<file path="src/include/seq_pkg.sv">
// Shared constants for the dual supply output sequencer.
package seq_pkg;
  // -----------------------------------------------------------------------
  // Clock and timing
  // -----------------------------------------------------------------------
  localparam int CLK_PERIOD_NS          = 10;
  localparam int SOFT_STEP_US           = 250;
  localparam int SOFT_STEP_CYCLES       = (SOFT_STEP_US * 1000) / CLK_PERIOD_NS;
  localparam int SOFT_STEPS             = 4;
  // Delays not printed with figures; plain defaults, in microseconds.
  localparam int STARTUP_SETTLE_US      = 100;
  localparam int ENABLE_TO_FLAG_US      = 10;
  localparam int ENABLE_TO_OPEN_US      = 20;
  localparam int RECEIVE_TO_CONNECT_US  = 10;
  localparam int RECEIVE_TO_FLAG_US     = 20;
  localparam int HANDOVER_DISCHARGE_US  = 30;
  localparam int STARTUP_SETTLE_CYCLES  = (STARTUP_SETTLE_US * 1000) / CLK_PERIOD_NS;
  localparam int ENABLE_TO_FLAG_CYCLES  = (ENABLE_TO_FLAG_US * 1000) / CLK_PERIOD_NS;
  localparam int ENABLE_TO_OPEN_CYCLES  = (ENABLE_TO_OPEN_US * 1000) / CLK_PERIOD_NS;
  localparam int RECV_TO_CONNECT_CYCLES = (RECEIVE_TO_CONNECT_US * 1000) / CLK_PERIOD_NS;
  localparam int RECV_TO_FLAG_CYCLES    = (RECEIVE_TO_FLAG_US * 1000) / CLK_PERIOD_NS;
  localparam int HANDOVER_CYCLES        = (HANDOVER_DISCHARGE_US * 1000) / CLK_PERIOD_NS;
  localparam int CNT_W                  = 20;
  localparam logic [1:0] SOFT_FULL_LEVEL = 2'h3;

  // -----------------------------------------------------------------------
  // Control mode sequence
  // -----------------------------------------------------------------------
  typedef enum logic [2:0] {
    ST_OFF     = 3'b000,
    ST_SETTLE  = 3'b001,
    ST_WATCH   = 3'b010,
    ST_OPENING = 3'b011,
    ST_WAIT_RX = 3'b100,
    ST_CLOSING = 3'b101
  } ctl_state_e;
endpackage

</file>
<file path="src/core/soft_start.sv">
// Staged soft start of one output switch.
`timescale 1ns/10ps
module soft_start #(
  parameter int STEP_CYCLES = 25000
) (
  input  wire logic       core_clk,
  input  wire logic       resetn,
  input  wire logic       enable,
  output logic [1:0]      level
);
  import seq_pkg::*;

  logic [CNT_W-1:0] cnt_q;
  logic [1:0]       level_q;

  initial begin
    if (STEP_CYCLES < 1 || STEP_CYCLES >= (1 << CNT_W)) begin
      $error("soft_start step count out of range");
    end
  end

  // Resistance begins high (level 0) and drops one step per interval.
  always_ff @(posedge core_clk) begin
    if (!resetn || !enable) begin
      cnt_q   <= '0;
      level_q <= 2'h0;
    end else if (level_q != SOFT_FULL_LEVEL) begin
      if (cnt_q == CNT_W'(STEP_CYCLES - 1)) begin
        cnt_q   <= '0;
        level_q <= level_q + 2'h1;
      end else begin
        cnt_q <= cnt_q + CNT_W'(1);
      end
    end
  end

  assign level = level_q;
endmodule

</file>
<file path="src/core/supply_sequencer.sv">
// Control logic of the dual supply output sequencer.
//
// Summary of operation
// - After settle interval with a supply out of lockout, watch enable for rising edge.
// - Control mode: enable rise pulls ready flag low after enable-to-flag delay.
// - Control mode: enable rise opens high power output after enable-to-open delay.
// - Host receive falling edges are watched only after enable-to-open delay.
// - Receive falling edge reconnects high power output after receive-to-connect delay.
// - Receive falling edge releases ready flag after receive-to-flag delay.
// - After reconnection, watch enable again so the cycle repeats.
// - No valid supply: flag held low, every switch open.
// - Both supplies in lockout: clear wait state, ignore enable and receive.
// - After mode latch, configuration pin acts as transmit output enable.
// - Soft start each newly enabled output in three steps of 250 us.
// - Primary over lockout threshold opens primary path switches.
// - After primary overvoltage, connect to valid secondary after discharge interval.
// - Primary overvoltage with invalid secondary leaves both outputs open.
// - Transmit output floats while flag low or unpowered, ignoring enable pin.
// - Flag high: transmit floats when pin low, copies cable transmit when high.
// - Low power output disconnects with no valid supply or thermal shutdown.
// - Mode latched at power-up: pin low gives control, else normal mode.
// - Normal mode: high power output connected only with supply and enable high.
// - Flag low for settle interval at power-up; control mode masks enable until flag high.
// - Cable receive output copies the host receive input while the low power output is on, else held low.
`timescale 1ns/10ps
module supply_sequencer
  import seq_pkg::*;
#(
  parameter int SETTLE_CYCLES   = seq_pkg::STARTUP_SETTLE_CYCLES,
  parameter int E2F_CYCLES      = seq_pkg::ENABLE_TO_FLAG_CYCLES,
  parameter int E2O_CYCLES      = seq_pkg::ENABLE_TO_OPEN_CYCLES,
  parameter int R2C_CYCLES      = seq_pkg::RECV_TO_CONNECT_CYCLES,
  parameter int R2F_CYCLES      = seq_pkg::RECV_TO_FLAG_CYCLES,
  parameter int HANDOVER_CYC    = seq_pkg::HANDOVER_CYCLES,
  parameter int SOFT_STEP_CYC   = seq_pkg::SOFT_STEP_CYCLES
) (
  input  wire logic       core_clk,
  input  wire logic       resetn,
  input  wire logic       primary_valid,
  input  wire logic       primary_high,
  input  wire logic       secondary_valid,
  input  wire logic       thermal_shutdown,
  input  wire logic       high_power_enable_in,
  input  wire logic       host_receive_in,
  input  wire logic       cable_transmit_in,
  input  wire logic       config_oe_in,
  output logic            low_power_primary_on,
  output logic            low_power_secondary_on,
  output logic            high_power_primary_on,
  output logic            high_power_secondary_on,
  output logic [1:0]      low_power_soft_level,
  output logic [1:0]      high_power_soft_level,
  output logic            output_ready_n_out,
  output logic            output_ready_n_oe,
  output logic            host_transmit_out,
  output logic            host_transmit_oe,
  output logic            cable_receive_out,
  output logic            control_mode
);
  import seq_pkg::*;

  // -----------------------------------------------------------------------
  // Parameter checks
  // -----------------------------------------------------------------------
  initial begin
    if (SETTLE_CYCLES < 1 || E2F_CYCLES < 1 || E2O_CYCLES < 1 || R2C_CYCLES < 1 ||
        R2F_CYCLES < 1 || HANDOVER_CYC < 1) begin
      $error("supply_sequencer delays must be at least one cycle");
    end
    if (SETTLE_CYCLES >= (1 << CNT_W) || HANDOVER_CYC >= (1 << CNT_W) ||
        E2F_CYCLES >= (1 << CNT_W) || E2O_CYCLES >= (1 << CNT_W) ||
        R2C_CYCLES >= (1 << CNT_W) || R2F_CYCLES >= (1 << CNT_W)) begin
      $error("supply_sequencer delay exceeds counter width");
    end
  end

  // -----------------------------------------------------------------------
  // Input synchronisers
  // -----------------------------------------------------------------------
  logic pv_s, ph_s, sv_s, tsd_s, cfg_s, en_s, en_rise, rx_s, rx_fall;

  // Comparator levels only need the synchronised level.
  sync_edge u_sync_pv  (.core_clk(core_clk), .resetn(resetn), .din(primary_valid),
                        .level(pv_s), .rise(), .fall());
  sync_edge u_sync_ph  (.core_clk(core_clk), .resetn(resetn), .din(primary_high),
                        .level(ph_s), .rise(), .fall());
  sync_edge u_sync_sv  (.core_clk(core_clk), .resetn(resetn), .din(secondary_valid),
                        .level(sv_s), .rise(), .fall());
  sync_edge u_sync_tsd (.core_clk(core_clk), .resetn(resetn), .din(thermal_shutdown),
                        .level(tsd_s), .rise(), .fall());
  sync_edge u_sync_cfg (.core_clk(core_clk), .resetn(resetn), .din(config_oe_in),
                        .level(cfg_s), .rise(), .fall());
  sync_edge u_sync_en  (.core_clk(core_clk), .resetn(resetn), .din(high_power_enable_in),
                        .level(en_s), .rise(en_rise), .fall());
  sync_edge u_sync_rx  (.core_clk(core_clk), .resetn(resetn), .din(host_receive_in),
                        .level(rx_s), .rise(), .fall(rx_fall));

  // -----------------------------------------------------------------------
  // Supply selection
  // -----------------------------------------------------------------------
  logic any_valid, use_primary, use_secondary, handover_ok;
  logic [CNT_W-1:0] ho_cnt_q;

  assign any_valid = pv_s | sv_s;

  // Once the primary rose too high, secondary may only take over after the
  // outputs had time to discharge toward the secondary level.
  always_ff @(posedge core_clk) begin
    if (!resetn || !ph_s || !sv_s) begin
      ho_cnt_q <= '0;
    end else if (ho_cnt_q != CNT_W'(HANDOVER_CYC)) begin
      ho_cnt_q <= ho_cnt_q + CNT_W'(1);
    end
  end
  assign handover_ok   = ho_cnt_q == CNT_W'(HANDOVER_CYC);
  assign use_primary   = pv_s & ~ph_s;
  // Low power output falls back to secondary when primary is merely absent.
  assign use_secondary = sv_s & ~use_primary & (ph_s ? handover_ok : 1'b1);

  // -----------------------------------------------------------------------
  // Mode latch
  // -----------------------------------------------------------------------
  logic mode_done_q, control_q;

  // The pin is sampled once when the first valid supply appears.
  always_ff @(posedge core_clk) begin
    if (!resetn) begin
      mode_done_q <= 1'b0;
      control_q   <= 1'b0;
    end else if (!mode_done_q && any_valid) begin
      mode_done_q <= 1'b1;
      control_q   <= ~cfg_s;
    end
  end
  assign control_mode = control_q;

  // -----------------------------------------------------------------------
  // Control sequence
  // -----------------------------------------------------------------------
  ctl_state_e       state_q;
  logic [CNT_W-1:0] cnt_q;
  logic             flag_low_q;
  logic             hp_open_q;
  logic             flag_done_q;
  logic             conn_done_q;

  always_ff @(posedge core_clk) begin
    if (!resetn || !any_valid) begin
      state_q     <= ST_OFF;
      cnt_q       <= '0;
      flag_low_q  <= 1'b1;
      hp_open_q   <= 1'b0;
      flag_done_q <= 1'b0;
      conn_done_q <= 1'b0;
    end else begin
      case (state_q)
        ST_OFF: begin
          state_q    <= ST_SETTLE;
          cnt_q      <= '0;
          flag_low_q <= 1'b1;
        end
        ST_SETTLE: begin
          if (cnt_q == CNT_W'(SETTLE_CYCLES - 1)) begin
            state_q    <= ST_WATCH;
            flag_low_q <= 1'b0;
            cnt_q      <= '0;
          end else begin
            cnt_q <= cnt_q + CNT_W'(1);
          end
        end
        ST_WATCH: begin
          if (control_q && en_rise) begin
            state_q     <= ST_OPENING;
            cnt_q       <= '0;
            flag_done_q <= 1'b0;
          end
        end
        ST_OPENING: begin
          cnt_q <= cnt_q + CNT_W'(1);
          if (cnt_q == CNT_W'(E2F_CYCLES - 1)) begin
            flag_low_q <= 1'b1;
          end
          if (cnt_q == CNT_W'(E2O_CYCLES - 1)) begin
            hp_open_q  <= 1'b1;
            flag_low_q <= 1'b1;
            state_q    <= ST_WAIT_RX;
            cnt_q      <= '0;
          end
        end
        ST_WAIT_RX: begin
          if (rx_fall) begin
            state_q     <= ST_CLOSING;
            cnt_q       <= '0;
            flag_done_q <= 1'b0;
            conn_done_q <= 1'b0;
          end
        end
        ST_CLOSING: begin
          cnt_q <= cnt_q + CNT_W'(1);
          if (cnt_q == CNT_W'(R2C_CYCLES - 1)) begin
            hp_open_q   <= 1'b0;
            conn_done_q <= 1'b1;
          end
          if (cnt_q == CNT_W'(R2F_CYCLES - 1)) begin
            flag_low_q  <= 1'b0;
            flag_done_q <= 1'b1;
          end
          if ((conn_done_q || cnt_q == CNT_W'(R2C_CYCLES - 1)) &&
              (flag_done_q || cnt_q == CNT_W'(R2F_CYCLES - 1))) begin
            state_q <= ST_WATCH;
            cnt_q   <= '0;
          end
        end
        default: begin
          state_q <= ST_OFF;
        end
      endcase
    end
  end

  // -----------------------------------------------------------------------
  // Switch requests
  // -----------------------------------------------------------------------
  logic lp_on, hp_on, hp_src_ok, hp_primary_ok;

  assign lp_on         = (use_primary | use_secondary) & ~tsd_s;
  // High power output never runs from secondary unless primary is too high.
  assign hp_primary_ok = use_primary;
  assign hp_src_ok     = hp_primary_ok | (use_secondary & ph_s);
  // In control mode the output stays connected from the end of settling until the
  // open delay runs out; the early flag drop must not cut it before that point.
  assign hp_on         = hp_src_ok & mode_done_q &
                         (control_q ? (~hp_open_q & (state_q != ST_OFF) &
                                       (state_q != ST_SETTLE))
                                    : en_s);

  assign low_power_primary_on    = lp_on & use_primary;
  assign low_power_secondary_on  = lp_on & ~use_primary & use_secondary;
  assign high_power_primary_on   = hp_on & hp_primary_ok & any_valid;
  assign high_power_secondary_on = hp_on & ~hp_primary_ok & any_valid;

  soft_start #(.STEP_CYCLES(SOFT_STEP_CYC)) u_soft_lp (
    .core_clk (core_clk),
    .resetn   (resetn),
    .enable   (lp_on),
    .level    (low_power_soft_level)
  );
  soft_start #(.STEP_CYCLES(SOFT_STEP_CYC)) u_soft_hp (
    .core_clk (core_clk),
    .resetn   (resetn),
    .enable   (hp_on),
    .level    (high_power_soft_level)
  );

  // -----------------------------------------------------------------------
  // Ready flag and UART buffers
  // -----------------------------------------------------------------------
  logic ready_high;

  // Open drain: drive low only, release to let the pull-up raise it.
  // The flag register trails the supply loss by a cycle, so gate it directly.
  assign ready_high         = ~flag_low_q & any_valid & (control_q | hp_on);
  assign output_ready_n_out = 1'b0;
  assign output_ready_n_oe  = ~ready_high;
  assign host_transmit_oe   = ready_high & lp_on & mode_done_q & cfg_s;
  assign host_transmit_out  = cable_transmit_in;
  assign cable_receive_out  = host_receive_in & lp_on;

  // -----------------------------------------------------------------------
  // Checks
  // -----------------------------------------------------------------------
  a_no_supply_off: assert property (@(posedge core_clk) disable iff (!resetn)
    !any_valid |-> !high_power_primary_on && !high_power_secondary_on && output_ready_n_oe)
    else $error("switch closed or flag released without supply");
  a_tx_float_low: assert property (@(posedge core_clk) disable iff (!resetn)
    output_ready_n_oe |-> !host_transmit_oe)
    else $error("transmit driven while flag low");
  a_rx_watch_gate: assert property (@(posedge core_clk) disable iff (!resetn)
    (state_q == ST_WATCH || state_q == ST_OPENING) && rx_fall |=> state_q != ST_CLOSING)
    else $error("receive edge acted on before the open delay ran out");
  a_lockout_clear: assert property (@(posedge core_clk) disable iff (!resetn)
    !any_valid |=> state_q == ST_OFF)
    else $error("wait state kept in lockout");
  a_flag_delay: assert property (@(posedge core_clk) disable iff (!resetn)
    state_q == ST_OPENING && cnt_q < CNT_W'(E2F_CYCLES - 1) |-> !flag_low_q)
    else $error("flag fell before the enable-to-flag delay");
  a_flag_fall: assert property (@(posedge core_clk) disable iff (!resetn)
    state_q == ST_OPENING && cnt_q == CNT_W'(E2F_CYCLES - 1) |=> flag_low_q)
    else $error("flag not pulled low after the enable-to-flag delay");
  a_open_delay: assert property (@(posedge core_clk) disable iff (!resetn)
    control_q && state_q == ST_OPENING && hp_src_ok
    |-> high_power_primary_on || high_power_secondary_on)
    else $error("high power output opened before the enable-to-open delay");
  a_wait_open: assert property (@(posedge core_clk) disable iff (!resetn)
    state_q == ST_WAIT_RX |-> !high_power_primary_on && !high_power_secondary_on)
    else $error("high power output closed while waiting for receive edge");
  a_thermal_off: assert property (@(posedge core_clk) disable iff (!resetn)
    tsd_s |-> !low_power_primary_on && !low_power_secondary_on)
    else $error("low power output on in thermal shutdown");
  a_hv_open: assert property (@(posedge core_clk) disable iff (!resetn)
    ph_s |-> !low_power_primary_on && !high_power_primary_on)
    else $error("primary path closed while primary high");
  a_normal_enable: assert property (@(posedge core_clk) disable iff (!resetn)
    mode_done_q && !control_q && !en_s |-> !high_power_primary_on && !high_power_secondary_on)
    else $error("high power on without enable in normal mode");
  a_handover_wait: assert property (@(posedge core_clk) disable iff (!resetn)
    $rose(ph_s) |-> !low_power_secondary_on [*2])
    else $error("secondary taken without discharge wait");
endmodule

</file>
<file path="src/core/sync_edge.sv">
// Two-stage synchroniser with rise and fall pulses.
`timescale 1ns/10ps
module sync_edge (
  input  wire logic core_clk,
  input  wire logic resetn,
  input  wire logic din,
  output logic      level,
  output logic      rise,
  output logic      fall
);
  logic meta_q;
  logic sync_q;
  logic last_q;

  // The first stage feeds only the second stage.
  always_ff @(posedge core_clk) begin
    if (!resetn) begin
      meta_q <= 1'b0;
      sync_q <= 1'b0;
      last_q <= 1'b0;
    end else begin
      meta_q <= din;
      sync_q <= meta_q;
      last_q <= sync_q;
    end
  end

  assign level = sync_q;
  assign rise  = sync_q & ~last_q;
  assign fall  = ~sync_q & last_q;
endmodule

</file>
<file path="config.mk">
export PLATFORM = sky130hd
export DESIGN_NAME = supply_sequencer
export DESIGN_NICKNAME = d
export VERILOG_FILES = /design/src/include/seq_pkg.sv /design/src/core/soft_start.sv /design/src/core/supply_sequencer.sv /design/src/core/sync_edge.sv
export SDC_FILE = /design/constraint.sdc
export NUM_CORES = 1
export LEC_CHECK = 0
export BUFFER_PORTS_ARGS = -buffer_cell sky130_fd_sc_hd__buf_4
export CAP_MARGIN = 15
export CORE_UTILIZATION = 55
export CTS_BUF_LIST = sky130_fd_sc_hd__clkbuf_4 sky130_fd_sc_hd__clkbuf_8 sky130_fd_sc_hd__clkbuf_16
export CTS_CLUSTER_DIAMETER = 60
export DETAILED_ROUTE_END_ITERATION = 16
export HOLD_SLACK_MARGIN = 0.12
export PLACE_DENSITY = 0.82
export SYNTH_ARGS = -nofsm -noshare
export SYNTH_HDL_FRONTEND = slang
export SYNTH_HIERARCHICAL = 1
export SYNTH_SLANG_ARGS = --single-unit
</file>
<file path="constraint.sdc">
create_clock -name core_clk -period 2.4 [get_ports core_clk]
set_input_delay 0.24 -clock core_clk [delete_from_list [all_inputs] [get_ports core_clk]]
set_output_delay 0.24 -clock core_clk [all_outputs]
set_load 0.005 [all_outputs]
</file>
==> results of run 1 <==
[routing by layer]
metal	vias to the layer above	global-route usage
met2	120	0.3900
met5	-	0
met3	13	0.04849
li1	2192	-
met4	0	0.07805
met1	2073	0.2970
[how the worst min path moves through the flow]
stage / startpoint / to
final: resetn / mode_done_q$_SDFFE_PN0P_
after global routing: resetn / mode_done_q$_SDFFE_PN0P_
after CTS: resetn / mode_done_q$_SDFFE_PN0P_
after detailed placement: u_sync_rx/meta_q$_SDFF_PN0_ / u_sync_rx/level$_SDFF_PN0_
after global placement: u_sync_rx/meta_q$_SDFF_PN0_ / u_sync_rx/level$_SDFF_PN0_
after floorplan: resetn / u_sync_cfg/level$_SDFF_PN0_
[metrics by stage]
stage,hold slack [ns],setup TNS (ns),cell area (sq um)
final,0.2032,0,5948
after global routing,0.1959,-0.1912,5948
after CTS,0.1928,0,5827
after detailed placement,0.4267,0,5530
after global placement,0.4146,0,5530
after floorplan,0.3617,0,5200
[final cells by class]
class | count | share of cell area
inverters | 18 | 0.01136
flip-flops and latches | 109 | 0.3673
clock inverters | 7 | 0.01430
clock buffers | 9 | 0.02082
multi-input cells | 457 | 0.4975
well taps | 111 | 0.02335
repair buffers | 49 | 0.06542
[placed cells by master, fill, tap and decap left out, types with 3 or more instances in the layout]
| cell type | n |
|---|---|
| buf_4 | 41 |
| dlygate4sd3_1 | 7 |
| o21ai_0 | 16 |
| nor2_1 | 100 |
| and3_1 | 9 |
| and4b_1 | 3 |
| and4_1 | 3 |
| nand2b_1 | 5 |
| nand2_1 | 32 |
| or2_2 | 3 |
| a21oi_1 | 16 |
| xnor2_1 | 47 |
| nor3_1 | 22 |
| dfxtp_1 | 107 |
| xor2_1 | 16 |
| o21ai_1 | 3 |
| mux2i_1 | 8 |
| nor4_2 | 6 |
| or4_1 | 6 |
| o21ai_2 | 3 |
| nor4_1 | 23 |
| inv_1 | 16 |
| a31oi_1 | 4 |
| or3_1 | 11 |
| ha_1 | 6 |
| nand4b_1 | 5 |
| nand4_1 | 11 |
| nor2b_1 | 8 |
| and2_1 | 19 |
| clkinv_8 | 3 |
| clkbuf_8 | 9 |
| nand3_1 | 27 |
[worst max-delay path: stages, from the launching register on]
cell	delay, ns
dfxtp_2	0.35
inv_2	0.07
ha_4	0.11
nor4b_4	0.28
nand3_2	0.13
nor3_4	0.26
o31ai_4	0.11
nor4_2	0.30
buf_4	0.16
[power breakdown]
group	switching, mW	leakage, nW	internal [mW]	total (mW)
sequential	0.0135	0.883	1.82	1.84
combinational	0.0452	0.938	0.0466	0.0919
clock	0.695	0.0998	0.414	1.11
[state kept, by name, summed over array words and instances (netlist names), 2 cells and up]
register,flops
state_q,3
u_soft_hp/cnt_q,20
u_soft_lp/cnt_q,20
u_soft_hp/level,2
ho_cnt_q,20
u_soft_lp/level,2
cnt_q,20
[what timing repair did]
item | 4_1_cts | 5_1_grt
resized for setup | 4 | 19
endpoints found under the hold margin | 7 | 0
pin swaps | 2 | 6
hold buffers | 7 | 0
endpoints found under the setup margin | 2 | 22
setup buffers | 0 | 4
==> metrics.md, run 1 <==
| Metric | Value |
|---|---|
| CTS tree | `built` |
| RSZ-0062 raised after global routing | `true` |
| Type of the worst min-delay path | `primary input to register` |
| Critical Path Fanout Max | `3` |
| Kind of critical path | `register to primary output` |
| Worst Hold Depth | `2` |
| Reg2Reg Launch Point | `cnt_q[12]$_SDFFE_PP0P_` |
| Max-Cap Viols | `0` |
| Reg2Reg Capture Point | `cnt_q[4]$_SDFFE_PP0P_` |
| Ant. Diodes | `0` |
| Dpl ws | `0.04880 ns` |
| Die height | `99.24 microns` |
| Total Power | `3.039 mW` |
| Total power divided by cell area | `511.0 nW/um^2` |
| Final hold viol count | `0` |
| Synthesized area | `5200 sq um` |
| Period minus WS final | `2.392 ns` |
| Slew Limit Fails | `0` |
| Uppermost layer routed | `met4` |
| Worst endpoint data arrival time | `2.15 ns` |
| Final WS setup | `0.008083 ns` |
| Worst slew pin tran | `0.7273 ns` |
| Post-detail-place hpwl | `7501 microns` |
| Setup violations, final | `0` |
| Clk slew on worst S/H paths | `0.11 ns` |
| Top Ports | `24` |
| Clock Path Buffers | `2` |
| GPL Wtd Cong | `0.8519` |
| Root Driver | `clkbuf_8` |
| Max-Slew Margin vs Limit | `0.5150` |
| Count of input and output buffers | `20` |
| Finished Layout Cells | `760` |
| Fin util | `0.6468` |
| Routed wl met2 | `5686 microns` |
| CP startpoint | `ho_cnt_q[0]$_SDFFE_PP0N_` |
| Syn avg cell area | `8.638 sq um` |
| CP endpoint kind | `primary output` |
| Clock Skew | `0.01870 ns` |
| CTS Buf Count | `9` |
| Worst setup endpoint | `host_transmit_oe` |
| Reg-to-reg slack, setup | `0.14 ns` |
| Fillers | `745` |
| Run status | `finished, final reports clean` |
| Crit share post-route | `0.9966` |
| Die Wd | `99.24 microns` |
| Mapped Cells | `602` |
| Critical path required time | `2.16 ns` |
| R2R depth | `6` |
| Antenna violations before repair | `0` |
| Initial core utilization | `0.5654` |
| Die area | `9848 sq um` |
| Layout cells sized above 1 | `0.1510` |
| GRT overflow | `0` |
| Area of the multi-input gates | `2959 sq um` |
| Synth Net Count | `619` |
| CTS H-tree depth | `3` |
| DRT Wirelength | `11220 microns` |
| GRT Total Usage | `0.2319` |
| Vias in the first global route | `4169` |
| LEAKAGE | `1.920 nW` |
| DR vias/cell | `5.787` |
| Fmax | `0.4181 GHz` |
| First drt pass iteration count | `5` |
| Worst vdd ir | `0.0003229 V` |
| Cell Rows | `35` |
| Remaining DRCs | `0` |
| Wire length on met3 | `513 microns` |
| Synth warnings | `6` |
| Met1 Routed Length | `4856 microns` |
| Skew-Pair Late Insertion Delay | `0.38 ns` |
| Starting DRT DRC Count | `188` |
| Placed Cells | `733` |
| Startpoint types | `register` |
| Register area | `2185 sq um` |
| # clock sinks | `109` |
| Total number of vias | `4398` |
| Largest net degree at the start of global routing | `26` |
| First-pass GRT wire length | `18810 microns` |
| Wire per inst | `14.76 microns` |
| # nets final | `661` |
| Core area | `9196 sq um` |
| Antenna viol nets, final | `0` |
| Area Overhead vs Synth | `14.39%` |
(Power assumes the default switching activity.)
==> run 2: changes to the inputs <==
--- a/config.mk
+++ b/config.mk
@@ -12,7 +12,7 @@
 export CTS_CLUSTER_DIAMETER = 60
 export DETAILED_ROUTE_END_ITERATION = 16
 export HOLD_SLACK_MARGIN = 0.12
-export PLACE_DENSITY = 0.82
+export PLACE_DENSITY = 0.85
 export SYNTH_ARGS = -nofsm -noshare
 export SYNTH_HDL_FRONTEND = slang
 export SYNTH_HIERARCHICAL = 1
==> run 2 against run 1 <==
Maximum frequency barely moved. Via count rose by 0.36%. Cell count fell by 0.53%. Global-route usage fell by 0.42 points. Sequential power barely moved. Critical path type unchanged. Largest power group unchanged.
==> metrics.md, run 2 (synthesis results as in run 1) <==
| Metric | Value |
|---|---|
| Run status | `finished, final reports clean` |
| Max-Cap Viols | `0 (unchanged)` |
| Total number of vias | `4414 (+0.36%)` |
| Root Driver | `clkbuf_8` |
| Crit-path max cell delay | `0.38 ns (+0.03 ns)` |
| Dpl ws | `-0.08368 ns (-0.1325 ns)` |
| Clk slew on worst S/H paths | `0.11 ns (about the same)` |
| Top Ports | `24 (unchanged)` |
| Kind of critical path | `register to primary output` |
| Max-Slew Margin vs Limit | `0.5367 (+0.02169)` |
| Final TNS setup | `0 ns (unchanged)` |
| Layout cells sized above 1 | `0.1426 (-0.008366)` |
| Type of the worst min-delay path | `primary input to register` |
| Post-detail-place hpwl | `7687 microns (+2.5%)` |
| Most common cell after layout, fill and taps aside | `dfxtp_1` |
| Final hold viol count | `0 (unchanged)` |
| CTS H-tree depth | `3 (unchanged)` |
| CTS Buf Count | `9 (unchanged)` |
| Die Wd | `99.24 microns (unchanged)` |
| Period minus WS final | `2.391 ns (-0.001377 ns)` |
| DRT Wirelength | `10940 microns (-2.5%)` |
| Area Overhead vs Synth | `13.28%` |
| Worst slew pin tran | `0.6948 ns (-0.03253 ns)` |
| RSZ-0062 raised after global routing | `true` |
| GPL Wtd Cong | `0.8680 (+1.9%)` |
| GRT overflow | `0 (unchanged)` |
| Placed Cells | `730 (-0.41%)` |
| Total power divided by cell area | `510.3 nW/um^2 (-0.14%)` |
| Worst vdd ir | `0.0003122 V (-3.3%)` |
| Finished Layout Cells | `756 (-0.53%)` |
| Placed cell areas | `5508 sq um (-0.41%)` |
| CTS tree | `built` |
| DR vias/cell | `5.839 (+0.89%)` |
| Cell Rows | `35 (unchanged)` |
| Largest net degree at the start of global routing | `26 (unchanged)` |
| Antenna viol nets, final | `0 (unchanged)` |
| # nets final | `657 (-0.61%)` |
| Count of input and output buffers | `20 (unchanged)` |
| Setup violations, final | `0 (unchanged)` |
| Final WS setup | `0.009460 ns (+0.001377 ns)` |
| GRT Total Usage | `0.2276 (-0.004237)` |
| Ant. Diodes | `0 (unchanged)` |
| CP top delay family | `simple AND/OR/NAND/NOR gates` |
| # clock sinks | `109 (unchanged)` |
| Antenna violations before repair | `0 (unchanged)` |
| Final instance area | `5891 sq um (-0.97%)` |
| LEAKAGE | `1.894 nW (-1.4%)` |
| Crit share post-route | `0.9961 (about the same)` |
| Core area | `9196 sq um (unchanged)` |
| CP Buf/Inv Count | `2 (unchanged)` |
| CP endpoint kind | `primary output` |
| Total Power | `3.006 mW (-1.1%)` |
| Starting DRT DRC Count | `158 (-16%)` |
| Clock Skew | `0.01553 ns (-0.003173 ns)` |
| First drt pass iteration count | `4 (-1)` |
| Worst path slowest cell | `dfxtp_4` |
| Vias in the first global route | `4186 (+0.41%)` |
| Critical Path Fanout Max | `4 (+1)` |
| Initial core utilization | `0.5654 (unchanged)` |
| Critical path required time | `2.16 ns (about the same)` |
| Skew-Pair Late Insertion Delay | `0.38 ns (about the same)` |
| Die area | `9848 sq um (unchanged)` |
| Worst endpoint data arrival time | `2.15 ns (about the same)` |
| Slew Limit Fails | `0 (unchanged)` |
| Startpoint types | `register` |
| First-pass GRT wire length | `18530 microns (-1.5%)` |
| Fmax | `0.4183 GHz (about the same)` |
| Clock Path Buffers | `2 (unchanged)` |
| CP Cell Sequence | `inv_4, ha_4, nor4b_4, nand3_2, nor3_4, o31ai_4, nor4_2, buf_4` |
| Die height | `99.24 microns (unchanged)` |
| Remaining DRCs | `0 (unchanged)` |
| Wire per inst | `14.47 microns (-2.0%)` |
| Most frequent cells in the layout | `dfxtp_1 (107), nor2_1 (100), xnor2_1 (47), buf_4 (38), nand2_1 (33)` |
run 2: cell types whose count changed in the layout (fill, tap and decap cells not counted), sizes merged:
| cell | before | now |
|---|---|---|
| buf | 42 | 38 |
| clkinv | 5 | 2 |
| inv | 19 | 22 |
run 2: metrics by stage:
stage | hold WS (ns) | util
finish | 0.2091 | 0.6405
detailed placement | 0.4193 | 0.5989
floorplan | 0.3617 | -
global placement | 0.4151 | 0.5989
global route | 0.2040 | 0.6405
CTS | 0.2030 | 0.6313
run 2: power breakdown:
part | total, mW | switching (mW) | internal, mW | leakage [nW]
Combinational | 0.0847 | 0.0412 | 0.0435 | 0.916
Clock | 1.08 | 0.678 | 0.404 | 0.0953
Sequential | 1.84 | 0.0162 | 1.82 | 0.883
run 2: layout make-up:
cell class	instances	area (sq um)
clock buffer	9	123.9
sequential	109	2187
multi-input combinational	457	2949
tap	111	138.9
inverter	18	70.07
timing repair buffer	45	355.3
fill	721	3306
clock inverter	7	66.31
run 2: path summary, 6_finish.rpt:
path | start | endpoint | slack, ns | depth (start not counted)
max | ho_cnt_q[1]$_SDFFE_PP0N_ | host_transmit_oe | 0.009 | 8
min | resetn | mode_done_q$_SDFFE_PN0P_ | 0.21 | 2
max reg2reg | cnt_q[12]$_SDFFE_PP0P_ | cnt_q[2]$_SDFFE_PP0P_ | 0.12 | 6
min reg2reg | u_sync_rx/meta_q$_SDFF_PN0_ | u_sync_rx/level$_SDFF_PN0_ | 0.45 | 1
run 2: repair_timing:
| item | CTS | global route |
|---|---|---|
| endpoints found under the setup margin | 7 | 3 |
| gates resized for setup | 7 | 15 |
| hold buffers | 7 | 0 |
| pin swaps | 1 | 5 |
| endpoints found under the hold margin | 7 | 0 |
| buffers inserted | 0 | 3 |
run 2: routing by layer:
metal	vias to the layer above	track usage	wire length, microns
met3	19	0.04568	365
li1	2194	-	-
met2	104	0.3958	5545
met1	2097	0.2829	4876
met4	0	0.07353	150
met5	-	0	0
==> run 3: changes to the inputs <==
--- a/config.mk
+++ b/config.mk
@@ -7,12 +7,15 @@
 export LEC_CHECK = 0
 export BUFFER_PORTS_ARGS = -buffer_cell sky130_fd_sc_hd__buf_4
 export CAP_MARGIN = 15
-export CORE_UTILIZATION = 55
+export CELL_PAD_IN_SITES_DETAIL_PLACEMENT = 0
+export CELL_PAD_IN_SITES_GLOBAL_PLACEMENT = 1
+export CORE_UTILIZATION = 39
 export CTS_BUF_LIST = sky130_fd_sc_hd__clkbuf_4 sky130_fd_sc_hd__clkbuf_8 sky130_fd_sc_hd__clkbuf_16
 export CTS_CLUSTER_DIAMETER = 60
 export DETAILED_ROUTE_END_ITERATION = 16
 export HOLD_SLACK_MARGIN = 0.12
-export PLACE_DENSITY = 0.85
+export PLACE_DENSITY = 0.8
+export SETUP_SLACK_MARGIN = 0.15
 export SYNTH_ARGS = -nofsm -noshare
 export SYNTH_HDL_FRONTEND = slang
 export SYNTH_HIERARCHICAL = 1
==> run 3 against run 2 <==
Worst hold slack gained 0.023 ns. Combinational power grew 17%. Register-to-register slack improved by 0.09 ns. Clock-buffer cell count grew 1. Design area is 6.0% higher. Utilization shrank 15 points. Via count down 2.4%. Largest cell class unchanged. Largest power group unchanged. Highest routed layer unchanged.
==> metrics.md, run 3 (synthesis results as in run 1) <==
| Metric | Value |
|---|---|
| Run status | `finished, final reports clean` |
| # clock sinks | `109 (unchanged)` |
| Die height | `117.5 microns (+18%)` |
| Most common cell after layout, fill and taps aside | `dfxtp_1` |
| Post-detail-place hpwl | `7873 microns (+2.4%)` |
| Slew Limit Fails | `0 (unchanged)` |
| Antenna violations before repair | `0 (unchanged)` |
| GPL Wtd Cong | `0.8081 (-6.9%)` |
| First-pass GRT wire length | `19260 microns (+4.0%)` |
| Wire per inst | `13.48 microns (-6.8%)` |
| Skew-Pair Late Insertion Delay | `0.36 ns (-0.02 ns)` |
| Worst vdd ir | `0.0003148 V (+0.83%)` |
| Met1 Use GR | `0.2157 (-0.06723)` |
| Max-Slew Margin vs Limit | `0.5099 (-0.02682)` |
| Top Ports | `24 (unchanged)` |
| Initial core utilization | `0.4055 (-0.1600)` |
| Type of the worst min-delay path | `primary input to register` |
| CP Buf/Inv Count | `1 (-1)` |
| Antenna viol nets, final | `0 (unchanged)` |
| GRT Total Usage | `0.1688 (-0.05880)` |
| CTS Buf Count | `9 (unchanged)` |
| Layout cells sized above 1 | `0.1742 (+0.03161)` |
| RSZ-0062 raised after global routing | `true` |
| DRT Wirelength | `11220 microns (+2.5%)` |
| CP endpoint kind | `register` |
| Remaining DRCs | `0 (unchanged)` |
| Crit-path max cell delay | `0.59 ns (+0.21 ns)` |
| Clock Path Buffers | `2 (unchanged)` |
| Total number of vias | `4308 (-2.4%)` |
| Fmax | `0.4556 GHz (+8.9%)` |
| Setup violations, final | `0 (unchanged)` |
| Routing usage on met3 | `0.03682 (-0.008856)` |
| Worst slew pin tran | `0.7350 ns (+0.04023 ns)` |
| Vias in the first global route | `4141 (-1.1%)` |
| CTS tree | `built` |
| Most crowded layer after global routing | `met2` |
| Area of the multi-input gates | `2999 sq um (+1.7%)` |
| Max-Cap Viols | `0 (unchanged)` |
| LEAKAGE | `2.006 nW (+5.9%)` |
| Core area | `12820 sq um (+39%)` |
| Placed Cells | `798 (+9.3%)` |
| Total power divided by cell area | `542.8 nW/um^2 (+6.4%)` |
| Root Driver | `clkbuf_16` |
| Critical path required time | `2.68 ns (+0.52 ns)` |
| # nets final | `672 (+2.3%)` |
| Ant. Diodes | `0 (unchanged)` |
| CTS H-tree depth | `3 (unchanged)` |
| Period minus WS final | `2.195 ns (-0.1956 ns)` |
| Cell Rows | `41 (+17%)` |
| Final hold viol count | `0 (unchanged)` |
| Die area | `13800 sq um (+40%)` |
| Worst path slowest cell | `or4_4` |
| Clock Skew | `0.01434 ns (-0.001187 ns)` |
| Kind of critical path | `register to register` |
| GRT overflow | `0 (unchanged)` |
| Starting DRT DRC Count | `298 (+89%)` |
| Final TNS setup | `0 ns (unchanged)` |
| DR vias/cell | `5.178 (-11%)` |
| Clk slew on worst S/H paths | `0.08 ns (-0.03 ns)` |
| Global-route track usage on met2 | `0.2788 (-0.1170)` |
| Die Wd | `117.5 microns (+18%)` |
| CP Cell Sequence | `or4_4, nor4_4, buf_4, a211oi_4, or4_1, a21oi_1` |
| Crit share post-route | `0.9145 (-0.08152)` |
| Area Overhead vs Synth | `20.07%` |
| Register area | `2187 sq um (unchanged)` |
| Fillers | `1204 (+67%)` |
| Finished Layout Cells | `832 (+10%)` |
| CP top delay family | `simple AND/OR/NAND/NOR gates` |
| First drt pass iteration count | `4 (unchanged)` |
| Largest net degree at the start of global routing | `26 (unchanged)` |
| Count of input and output buffers | `20 (unchanged)` |
| Critical Path Fanout Max | `5 (+1)` |
| Startpoint types | `register` |
| Worst endpoint data arrival time | `2.47 ns (+0.32 ns)` |
| Most frequent cells in the layout | `dfxtp_1 (105), nor2_1 (99), buf_4 (51), xnor2_1 (47), nand2_1 (31)` |
## run 3: cell types whose count changed in the layout (fill, tap and decap cells not counted), moves of 3 or more
cell | previous run | this run
dfxtp_2 | 1 | 4
clkbuf_16 | 0 | 9
clkbuf_8 | 9 | 1
buf_4 | 38 | 51
## run 3: layout make-up
class | count | area share
Timing Repair Buffer | 60 | 0.07756
Clock inverter | 6 | 0.008216
Clock buffer | 10 | 0.03828
Inverter | 18 | 0.01082
Sequential cell | 109 | 0.3503
Tap cell | 172 | 0.03447
Multi-Input combinational cell | 457 | 0.4804
## run 3: final timing paths
kind / depth (start not counted) / startpoint / slack, ns / end
setup / recovery: 6 / cnt_q[12]$_SDFFE_PP0P_ / 0.21 / state_q[1]$_SDFFE_PP0P_
hold / removal: 2 / resetn / 0.23 / mode_done_q$_SDFFE_PN0P_
setup reg to reg: 6 / cnt_q[12]$_SDFFE_PP0P_ / 0.21 / state_q[1]$_SDFFE_PP0P_
hold reg to reg: 1 / u_sync_rx/meta_q$_SDFF_PN0_ / 0.43 / u_sync_rx/level$_SDFF_PN0_
## run 3: power breakdown
group          switching (mW)  internal, mW
combinational          0.0478        0.0517
sequential             0.0121          1.82
clock                   0.704         0.750
total                   0.764          2.63
## run 3: metrics by stage
stage / area (sq um) / util / hold WS (ns) / setup WS [ns] / power (mW)
2_1_floorplan: 5228 / - / 0.3617 / 0.09502 / 1.923
3_3_place_gp: 5677 / 0.4426 / 0.4151 / 0.1840 / 1.958
3_5_place_dp: 5677 / 0.4426 / 0.4191 / -0.005107 / 1.961
4_1_cts: 6123 / 0.4775 / 0.2196 / 0.1551 / 3.435
5_1_grt: 6243 / 0.4868 / 0.2392 / 0.09680 / 3.509
6_report: 6243 / 0.4868 / 0.2323 / 0.2051 / 3.389
## run 3: layer usage
layer / vias up / share of wire / wire length [microns]
met2: 40 / 0.47 / 5225
met5: - / 0 / 0
met1: 2030 / 0.50 / 5563
met4: 0 / 0.013 / 151
li1: 2225 / - / -
met3: 13 / 0.025 / 275
## run 3: what timing repair did
item                                    CTS  global route
resized for setup                        13            14
hold endpoints to repair                  7             0
pin swaps                                 6             8
endpoints found under the setup margin   24            45
hold buffers                              7             0
buffers inserted                          5             6
